==> config.mk <==
export PLATFORM = sky130hd
export DESIGN_NAME = egpr_regs
export DESIGN_NICKNAME = d
export VERILOG_FILES = /design/src/pkg/egpr_pkg.sv /design/src/core/egpr_regs.sv /design/src/core/egpr_wonce.sv
export VERILOG_INCLUDE_DIRS = /design/src /design/src/pkg
export SDC_FILE = /design/constraint.sdc
export NUM_CORES = 1
export LEC_CHECK = 0
export BUFFER_PORTS_ARGS = -buffer_cell sky130_fd_sc_hd__buf_2
export CAP_MARGIN = 40
export CORE_MARGIN = 3
export CORE_UTILIZATION = 30
export CTS_BUF_LIST = sky130_fd_sc_hd__clkbuf_4 sky130_fd_sc_hd__clkbuf_8
export DETAILED_ROUTE_END_ITERATION = 10
export GPL_TIMING_DRIVEN = 0
export PLACE_DENSITY = 0.47
export REMOVE_ABC_BUFFERS = 1
export SLEW_MARGIN = 20
export SYNTH_ARGS = -nofsm -noshare
export SYNTH_HDL_FRONTEND = slang
export SYNTH_SLANG_ARGS = --single-unit
==> constraint.sdc <==
create_clock -name clk_in -period 9.5 [get_ports clk_in]
set_clock_uncertainty 0.15 [all_clocks]
set_input_delay 0.475 -clock clk_in [delete_from_list [all_inputs] [get_ports clk_in]]
set_output_delay 0.475 -clock clk_in [all_outputs]
set_load 0.01 [all_outputs]
==> src/pkg/egpr_consts.svh <==
// egress port second-channel register bank: offsets, fields, resets
// assumes byte offsets within the egress port base window
`ifndef EGPR_CONSTS_SVH
`define EGPR_CONSTS_SVH

// byte offsets
`define EGPR_OFF_CAP      8'h1C
`define EGPR_OFF_CTL      8'h20
`define EGPR_OFF_STS      8'h26
`define EGPR_OFF_STS_DW   8'h24
`define EGPR_OFF_MTS      8'h28
`define EGPR_OFF_ITC      8'h2C
`define EGPR_OFF_IST_LO   8'h38
`define EGPR_OFF_IST_HI   8'h3C
`define EGPR_OFF_ESD      8'h44

// reset values
`define EGPR_CAP_RST      32'h10008010
`define EGPR_CTL_RST      32'h01080000
`define EGPR_STS_RST      16'h0000
`define EGPR_MTS_RST      32'h04050609
`define EGPR_ITC_RST      32'h00000000
`define EGPR_IST_RST      64'h0000000000000000
`define EGPR_ESD_RST      32'h00000201

// capability fields
`define EGPR_CAP_TOP      8'h10
`define EGPR_CAP_SNP_BIT  15
`define EGPR_CAP_PAC      8'h10
`define EGPR_CAP_WO_HI    22
`define EGPR_CAP_WO_LO    16

// control fields
`define EGPR_CTL_EN_BIT   31
`define EGPR_CTL_ID_HI    26
`define EGPR_CTL_ID_LO    24
`define EGPR_CTL_PAS_HI   19
`define EGPR_CTL_PAS_LO   17
`define EGPR_CTL_STK_BIT  16
`define EGPR_CTL_MAP_HI   7
`define EGPR_CTL_MAP_LO   1
`define EGPR_ID_RST       3'h1
`define EGPR_PAS_RST      3'h4
`define EGPR_MAP_RST      7'h00

// status fields (status sits in the upper half of its dword)
`define EGPR_STS_NP_BIT   1
`define EGPR_STS_SHIFT    16

// self-description fields
`define EGPR_ESD_PORT     8'h00
`define EGPR_ESD_CID_RST  8'h00
`define EGPR_ESD_NLE      8'h02
`define EGPR_ESD_KIND     4'h1

`endif

==> src/pkg/egpr_pkg.sv <==
// egress port second-channel register bank: shared types
// assumes egpr_consts.svh for numeric values
package egpr_pkg;

   // configuration of the second channel as seen by the datapath
   typedef struct packed {
      logic       en;
      logic [2:0] ident;
      logic [2:0] arb_sel;
      logic [7:0] class_map;
   } egpr_chan_cfg_t;

   // one register access from the base window
   typedef struct packed {
      logic        wr;
      logic        rd;
      logic [3:0]  be;
      logic [31:0] wdata;
   } egpr_access_t;

endpackage

==> src/core/egpr_regs.sv <==
// egress port second-channel and element self-description registers
// assumes accesses arrive from the base window decode, same clock
`timescale 1ns/1ps
`include "egpr_consts.svh"

// Function
// no-snoop-missing traffic on channel rejected
// channel enable read/write, resets zero
// software writes only non-zero channel ident
// arbitration select read/write, resets 100b
// seven-bit class map read/write, resets zero
// class zero map bit reads zero
// pending reads one while negotiating
// software checks pending clear at both ends
// arbitration capability reads 10h
// time-slot register read/write, resets 04050609h
// timing control resets zero, slot cycles
// 64-bit slot time register read/write
// port number reads 00h
// component ident write-once, resets 00h
// link entry count reads 02h
// element kind reads 1h
// write-once fields take first write only
// reserved bits read defaults, ignore writes
module egpr_regs
   import egpr_pkg::*;
#(
   parameter int ADDR_W = 12
) (
   // clock and reset
   input  wire logic              clk_in,
   input  wire logic              reset_in,
   // register access from the base window
   input  wire logic [ADDR_W-1:0] reg_addr_in,
   input  wire logic              reg_wr_in,
   input  wire logic              reg_rd_in,
   input  wire logic [3:0]        reg_be_in,
   input  wire logic [31:0]       reg_wdata_in,
   output logic      [31:0]       reg_rdata_out,
   output logic                   reg_rvalid_out,
   output logic                   reg_unmapped_out,
   // link negotiation state of the second channel
   input  wire logic              chan_active_in,
   // transaction classification
   input  wire logic              tlp_valid_in,
   input  wire logic [2:0]        tlp_tc_in,
   input  wire logic              tlp_no_snoop_in,
   output logic                   tlp_to_second_out,
   output logic                   tlp_reject_ur_out,
   // channel configuration and isochronous slot tick
   output egpr_chan_cfg_t         cfg_out,
   output logic                   slot_tick_out
);

   egpr_access_t   acc;
   egpr_chan_cfg_t chan_cfg_r;
   logic           sticky_r;
   logic           pending_r;
   logic [31:0]    mts_r;
   logic [31:0]    itc_r;
   logic [63:0]    ist_r;
   logic [6:0]     cap_wo;
   logic [7:0]     comp_id;
   logic [31:0]    slot_cnt_r;
   logic           slot_tick_r;
   logic [31:0]    rdata_r;
   logic [31:0]    rdata_nxt;
   logic           hit_nxt;
   logic           rvalid_r;
   logic           unmapped_r;
   logic           to_second_r;
   logic           reject_r;
   logic           routed;

   assign acc.wr    = reg_wr_in;
   assign acc.rd    = reg_rd_in;
   assign acc.be    = reg_be_in;
   assign acc.wdata = reg_wdata_in;

   // dword select of an access
   function automatic logic sel(input logic [ADDR_W-1:0] a,
                                input logic [7:0]        off);
      sel = (a[ADDR_W-1:2] == {{(ADDR_W-8){1'b0}}, off[7:2]});
   endfunction

   // merge write data under byte enables
   function automatic logic [31:0] merge(input logic [31:0] old,
                                         input logic [31:0] nw,
                                         input logic [3:0]  be);
      logic [31:0] m;
      m = old;
      for (int i = 0; i < 4; i++) begin
         if (be[i]) begin
            m[i*8 +: 8] = nw[i*8 +: 8];
         end
      end
      merge = m;
   endfunction

   logic wr_cap;
   logic wr_ctl;
   logic wr_mts;
   logic wr_itc;
   logic wr_ist_lo;
   logic wr_ist_hi;
   logic wr_esd;

   assign wr_cap    = acc.wr && sel(reg_addr_in, `EGPR_OFF_CAP);
   assign wr_ctl    = acc.wr && sel(reg_addr_in, `EGPR_OFF_CTL);
   assign wr_mts    = acc.wr && sel(reg_addr_in, `EGPR_OFF_MTS);
   assign wr_itc    = acc.wr && sel(reg_addr_in, `EGPR_OFF_ITC);
   assign wr_ist_lo = acc.wr && sel(reg_addr_in, `EGPR_OFF_IST_LO);
   assign wr_ist_hi = acc.wr && sel(reg_addr_in, `EGPR_OFF_IST_HI);
   assign wr_esd    = acc.wr && sel(reg_addr_in, `EGPR_OFF_ESD);

   // write-once capability bits 22:16
   egpr_wonce #(
      .WIDTH (7),
      .RST   (7'h00)
   ) u_cap_wo (
      .clk_in    (clk_in),
      .reset_in  (reset_in),
      .wr_in     (wr_cap && acc.be[2]),
      .wdata_in  (acc.wdata[`EGPR_CAP_WO_HI:`EGPR_CAP_WO_LO]),
      .value_out (cap_wo)
   );

   // write-once component ident
   egpr_wonce #(
      .WIDTH (8),
      .RST   (`EGPR_ESD_CID_RST)
   ) u_comp_id (
      .clk_in    (clk_in),
      .reset_in  (reset_in),
      .wr_in     (wr_esd && acc.be[2]),
      .wdata_in  (acc.wdata[23:16]),
      .value_out (comp_id)
   );

   // second channel control
   always_ff @(posedge clk_in or posedge reset_in) begin
      if (reset_in) begin
         chan_cfg_r.en        <= 1'(`EGPR_CTL_RST >> `EGPR_CTL_EN_BIT);
         chan_cfg_r.ident     <= `EGPR_ID_RST;
         chan_cfg_r.arb_sel   <= `EGPR_PAS_RST;
         chan_cfg_r.class_map <= {`EGPR_MAP_RST, 1'b0};
         sticky_r             <= 1'b0;
      end else if (wr_ctl) begin
         if (acc.be[3]) begin
            chan_cfg_r.en <= acc.wdata[`EGPR_CTL_EN_BIT];
         end
         if (acc.be[3]) begin
            chan_cfg_r.ident <=
               acc.wdata[`EGPR_CTL_ID_HI:`EGPR_CTL_ID_LO];
         end
         if (acc.be[2]) begin
            chan_cfg_r.arb_sel <=
               acc.wdata[`EGPR_CTL_PAS_HI:`EGPR_CTL_PAS_LO];
            sticky_r <= acc.wdata[`EGPR_CTL_STK_BIT];
         end
         if (acc.be[0]) begin
            chan_cfg_r.class_map <=
               {acc.wdata[`EGPR_CTL_MAP_HI:`EGPR_CTL_MAP_LO], 1'b0};
         end
      end
   end

   // negotiation pending while enable and link state disagree
   always_ff @(posedge clk_in or posedge reset_in) begin
      if (reset_in) begin
         pending_r <= 1'b0;
      end else begin
         pending_r <= chan_cfg_r.en != chan_active_in;
      end
   end

   // time-slot and timing registers
   always_ff @(posedge clk_in or posedge reset_in) begin
      if (reset_in) begin
         mts_r <= `EGPR_MTS_RST;
      end else if (wr_mts) begin
         mts_r <= merge(mts_r, acc.wdata, acc.be);
      end
   end

   always_ff @(posedge clk_in or posedge reset_in) begin
      if (reset_in) begin
         itc_r <= `EGPR_ITC_RST;
      end else if (wr_itc) begin
         itc_r <= merge(itc_r, acc.wdata, acc.be);
      end
   end

   always_ff @(posedge clk_in or posedge reset_in) begin
      if (reset_in) begin
         ist_r <= `EGPR_IST_RST;
      end else if (wr_ist_lo) begin
         ist_r[31:0] <= merge(ist_r[31:0], acc.wdata, acc.be);
      end else if (wr_ist_hi) begin
         ist_r[63:32] <= merge(ist_r[63:32], acc.wdata, acc.be);
      end
   end

   // slot tick every itc_r cycles, idle while zero
   always_ff @(posedge clk_in or posedge reset_in) begin
      if (reset_in) begin
         slot_cnt_r  <= 32'h00000000;
         slot_tick_r <= 1'b0;
      end else if (itc_r == 32'h00000000) begin
         slot_cnt_r  <= 32'h00000000;
         slot_tick_r <= 1'b0;
      end else if (slot_cnt_r >= itc_r - 32'h00000001) begin
         slot_cnt_r  <= 32'h00000000;
         slot_tick_r <= 1'b1;
      end else begin
         slot_cnt_r  <= slot_cnt_r + 32'h00000001;
         slot_tick_r <= 1'b0;
      end
   end

   // read data mux
   always_comb begin
      rdata_nxt = 32'h00000000;
      hit_nxt   = 1'b1;
      if (sel(reg_addr_in, `EGPR_OFF_CAP)) begin
         rdata_nxt = {`EGPR_CAP_TOP, 1'b0, cap_wo,
                      1'b1, 7'h00, `EGPR_CAP_PAC};
      end else if (sel(reg_addr_in, `EGPR_OFF_CTL)) begin
         rdata_nxt = {chan_cfg_r.en, 4'h0, chan_cfg_r.ident,
                      4'h0, chan_cfg_r.arb_sel, sticky_r, 8'h00,
                      chan_cfg_r.class_map[7:1], 1'b0};
      end else if (sel(reg_addr_in, `EGPR_OFF_STS_DW)) begin
         rdata_nxt = {14'h0000, pending_r, 1'b0, 16'h0000};
      end else if (sel(reg_addr_in, `EGPR_OFF_MTS)) begin
         rdata_nxt = mts_r;
      end else if (sel(reg_addr_in, `EGPR_OFF_ITC)) begin
         rdata_nxt = itc_r;
      end else if (sel(reg_addr_in, `EGPR_OFF_IST_LO)) begin
         rdata_nxt = ist_r[31:0];
      end else if (sel(reg_addr_in, `EGPR_OFF_IST_HI)) begin
         rdata_nxt = ist_r[63:32];
      end else if (sel(reg_addr_in, `EGPR_OFF_ESD)) begin
         rdata_nxt = {`EGPR_ESD_PORT, comp_id, `EGPR_ESD_NLE,
                      4'h0, `EGPR_ESD_KIND};
      end else begin
         hit_nxt = 1'b0;
      end
   end

   always_ff @(posedge clk_in or posedge reset_in) begin
      if (reset_in) begin
         rdata_r    <= 32'h00000000;
         rvalid_r   <= 1'b0;
         unmapped_r <= 1'b0;
      end else begin
         rdata_r    <= acc.rd ? rdata_nxt : 32'h00000000;
         rvalid_r   <= acc.rd;
         unmapped_r <= (acc.rd || acc.wr) && !hit_nxt;
      end
   end

   // traffic class routing and snoop rejection
   assign routed = chan_cfg_r.en && chan_cfg_r.class_map[tlp_tc_in];

   always_ff @(posedge clk_in or posedge reset_in) begin
      if (reset_in) begin
         to_second_r <= 1'b0;
         reject_r    <= 1'b0;
      end else begin
         to_second_r <= tlp_valid_in && routed;
         reject_r    <= tlp_valid_in && routed && !tlp_no_snoop_in;
      end
   end

   assign reg_rdata_out     = rdata_r;
   assign reg_rvalid_out    = rvalid_r;
   assign reg_unmapped_out  = unmapped_r;
   assign tlp_to_second_out = to_second_r;
   assign tlp_reject_ur_out = reject_r;
   assign cfg_out           = chan_cfg_r;
   assign slot_tick_out     = slot_tick_r;
endmodule

==> src/core/egpr_wonce.sv <==
// write-once field: takes only the first write after reset
// assumes the caller decodes the register and byte lane
`timescale 1ns/1ps
module egpr_wonce #(
   parameter int             WIDTH = 8,
   parameter logic [WIDTH-1:0] RST = '0
) (
   // clock and reset
   input  wire logic             clk_in,
   input  wire logic             reset_in,
   // write side
   input  wire logic             wr_in,
   input  wire logic [WIDTH-1:0] wdata_in,
   // field value
   output logic      [WIDTH-1:0] value_out
);

   logic             written_r;
   logic [WIDTH-1:0] value_r;

   always_ff @(posedge clk_in or posedge reset_in) begin
      if (reset_in) begin
         written_r <= 1'b0;
      end else if (wr_in) begin
         written_r <= 1'b1;
      end
   end

   always_ff @(posedge clk_in or posedge reset_in) begin
      if (reset_in) begin
         value_r <= RST;
      end else if (wr_in && !written_r) begin
         value_r <= wdata_in;
      end
   end

   assign value_out = value_r;
endmodule

==> results.txt <==
sky130_fd_sc_hd__dfrtp_1 takes more of the synthesized area than any other cell. The average detailed-routed wire length per instance came out at 19.7 µm. The largest individual stage delay along the critical path comes from the cell sky130_fd_sc_hd__or4_1. Setup repair after global routing left no endpoint under its margin. The number of antenna violations at the first check in global routing came out at 1. The area of the die came out at slightly above 0.04 mm².

The flop-to-flop setup slack came out at between 4 and 5 ns. The row count is a little over 70. The data arrival time of the critical path came out at 5.28 ns. The first-pass iteration count of the detailed router is 6. Synthesis inferred 230 register bits. At the end of routability-driven placement, the weighted congestion stood at 0.808. The most used flip-flop cell after synthesis is sky130_fd_sc_hd__dfrtp_1.

The post-place instance area is 0.0128 mm². STA classifies the critical path endpoint as a flop. CTS built an H-tree with a depth of 2.

The flow ran to the end, and the final reports show no timing, DRC or antenna violations. At the pin with the least slew margin, the transition time is 0.891 ns. The worst ir drop on vdd is 0.0960 mV. TritonCTS built the clock tree. The pin count of the biggest net entering global routing came out at 90. The clock slew seen by the registers of the worst setup and hold paths came out at 0.06 ns. The number of enable flip-flop cells after synthesis came out at 0.

The final number of max-transition violations came out at 0. The number of clock buffers added by TritonCTS is 42. The final cycle utilization of the critical path came out at 52.0%. The first global-routing pass estimated 51.5 mm of wire. By area the synthesized netlist is led by sky130_fd_sc_hd__dfrtp_1 48%, sky130_fd_sc_hd__mux2_2 17%, sky130_fd_sc_hd__ha_1 3.8%. Dividing total power by cell area gives a power density of ~160 mW/mm². The signal on the critical path passes through or4_1, nor3_1, nand2_1, nor4_1, xnor2_1, ha_1, nand4_1, or4_1, o32a_1, a311oi_4, buf_8, buf_6, o21a_1. The synthesized area came out at 0.0115 mm². The leakage component of the power is 6.70 nW. The number of violations of the max-capacitance limit is 0. In this run the worst hold path is classified as in -> reg. The average instance in the mapped netlist occupies ~12 µm².

Fill cells in the final layout number 3785. OpenSTA, run right after detailed placement, puts the worst setup slack at 4.55 ns. The total global routing track utilization is ~16%.

From left edge to right edge, the die measures ~200 µm. The number of instances in the synthesized netlist came out at 978. sky130_fd_sc_hd__dfrtp_1 is the most common cell in the netlist. The area of the core came out at 0.0378 mm². The minimum period implied by the final worst setup slack came out at 4.94 ns. The longest individual stage delay on the worst path is 0.59 ns. The number of setup buffers added after CTS is 0. The diode insertion count for antenna repair is 0. In this run, placement finished with an instance count of 1566. The final non-filler cell total came out at 1648.

The quantity of I/O buffers inserted on ports is between 100 and 150. The height of the die came out at 202 µm. The count of routing violations after the opening detailed-route iteration is 413. The routed via count divided by cell count is 4.96.

The count of endpoints failing hold in the final timing report was 0. The number of distinct standard cells referenced by the synthesized netlist came out at 56. The setup path with the least slack is of type reg -> reg.

The worst-path maximum fanout came out at 14. The boundary pin count is 110. The library cell used as clock root buffer is sky130_fd_sc_hd__clkbuf_8. The area share of the largest cell type after synthesis came out at between 40% and 50%. The final setup violation count came out at 0. The placed wire-length estimate after detailed placement is 22.9 mm. The number of global-route vias before repair came out at 8582.

After routing, the total negative slack on setup checks comes to 0 ns. The final non-filler cell area came out at 0.0137 mm². After detailed routing, the number of remaining DRC violations is 0. In the final layout, the share of cells above drive strength 1 is 35.4%. The number of synthesis warnings is 0. The clock insertion delay at the later pin of the skew report came out at 0.57 ns. The fraction of the yosys area taken by sequential cells came out at about 50%. The least setup slack across all paths after layout came out at 4.56 ns. The most numerous cell type found on the critical path is sky130_fd_sc_hd__or4_1. The startpoint type of the worst setup path is a flop. The final routed wirelength across all metal layers is 32.4 mm. Based on the critical path, the design can be clocked at up to between 200 and 250 MHz. The area added between synthesis and finish came out at 19.2%. The clock sink count is between 200 and 250. The share of synthesized flip-flops with an asynchronous set or reset is 100%. The net count of the finished layout is 1198. The normalized max-slew margin is slightly above 40%.

Ranked by instance count, the synthesized netlist is headed by 221 x sky130_fd_sc_hd__dfrtp_1, 174 x sky130_fd_sc_hd__mux2_2, 63 x sky130_fd_sc_hd__nand2_1, 58 x sky130_fd_sc_hd__nor3_1, 48 x sky130_fd_sc_hd__nor2_1. Once the floorplan was initialized, standard cells occupied 30.5% of the core. The data required time of the worst path came out at between 9 and 10 ns. The final hold slack is 0.0366 ns. The total congestion overflow after global routing came out at 0. The remaining number of nets flagged by the antenna check after routing is 0. The number of buffers on the longest clock path is 3.

The final route contains 8181 vias.
## layout by cell type, fill, tap and decap left out, drive strengths merged, types with 6 or more instances in the layout
| cell | count |
|---|---|
| a21oi | 25 |
| and3 | 9 |
| buf | 119 |
| clkbuf | 67 |
| clkinv | 7 |
| dfrtp | 221 |
| dfstp | 9 |
| ha | 35 |
| inv | 16 |
| mux2 | 174 |
| mux2i | 32 |
| mux4 | 6 |
| nand2 | 63 |
| nand2b | 11 |
| nand3 | 27 |
| nand4 | 14 |
| nor2 | 49 |
| nor3 | 59 |
| nor4 | 20 |
| o21ai | 18 |
| o22a | 8 |
| o22ai | 6 |
| or4 | 12 |
| xnor2 | 43 |
| xor2 | 17 |
## path summary, 6_finish.rpt
path                       cells past startpoint                              to                           start
setup / recovery                              13         slot_tick_out$_DFF_PP0_            itc_r[3]$_DFFE_PP0P_
hold / removal                                 2           mts_r[15]$_DFFE_PP0P_                reg_wdata_in[15]
setup reg to reg                              13         slot_tick_out$_DFF_PP0_            itc_r[3]$_DFFE_PP0P_
hold reg to reg                                1  u_cap_wo.written_r$_DFFE_PP0P_  u_cap_wo.written_r$_DFFE_PP0P_
max in group asynchronous                      5         cfg_out[10]$_DFFE_PP1P_                        reset_in
min in group asynchronous                      3      reg_rdata_out[6]$_DFF_PP0_                        reset_in
## metrics by stage
step	power, W	util (%)
floorplan	0.00109	-
global placement	0.00116	33.2
detailed placement	0.00117	33.8
CTS	0.00221	36.4
global route	0.00227	36.4
finish	0.00217	36.4
## final cells by class
type / instances / area, µm² / area share (%)
flip-flops and latches: 230 / 5770 / 42.0
multi-input cells: 691 / 5580 / 40.6
clock buffers: 66 / 833 / 6.06
repair buffers: 126 / 781 / 5.68
well taps: 511 / 639 / 4.65
clock inverters: 10 / 82.6 / 0.601
inverters: 14 / 60.1 / 0.437
## kinds of logic (layout without fill, tap and decap cells)
| family | Yosys count | after routing | share of synthesized area, % |
|---|---|---|---|
| compound gates | 95 | 95 | 5.59 |
| xor+xnor | 60 | 60 | 4.56 |
| fa+ha+maj | 35 | 35 | 3.80 |
| buf+inv | 57 | 216 | 1.98 |
| flops | 230 | 230 | 50.0 |
| mux | 212 | 212 | 21.0 |
| other cells | 1 | 1 | 0.0325 |
| simple gates | 288 | 288 | 13.0 |
## routing by layer
layer / share of wire, % / GRT usage, %
met5: 0.022 / 0
met4: 2.4 / 5.21
met3: 3.7 / 3.00
met2: 46 / 25.4
met1: 48 / 22.2
## what timing repair did
item | CTS | global route
hold buffers | 5 | 0
resized for setup | 0 | 0
hold endpoints to repair | 90 | 0
## flip-flops by register name, summed over array words and instances, names as in the netlist, 7 cells and up
register,cells
slot_cnt_r,32
u_comp_id.value_out,8
itc_r,32
ist_r,64
cfg_out,14
reg_rdata_out,32
u_cap_wo.value_out,7
mts_r,32
## where the power goes
part | leakage (nW) | switching (W) | internal, W
combinational | 3.03 | 0.000101 | 0.0000548
clock | 0.494 | 0.000434 | 0.000587
sequential | 3.17 | 0.00000592 | 0.000988
total | 6.70 | 0.000540 | 0.00163
## critical path: cells and delay by family, from the launching register on
kind | cells | cell delay (ns)
buffers and inverters | 2 | 0.40
DFF | 1 | 0.45
AOI/OAI and AO/OA | 3 | 1.10
adders and majority gates | 1 | 0.32
xor gates and xnor gates | 1 | 0.13
and+or+nand+nor | 6 | 2.32
(Power assumes the default switching activity.)
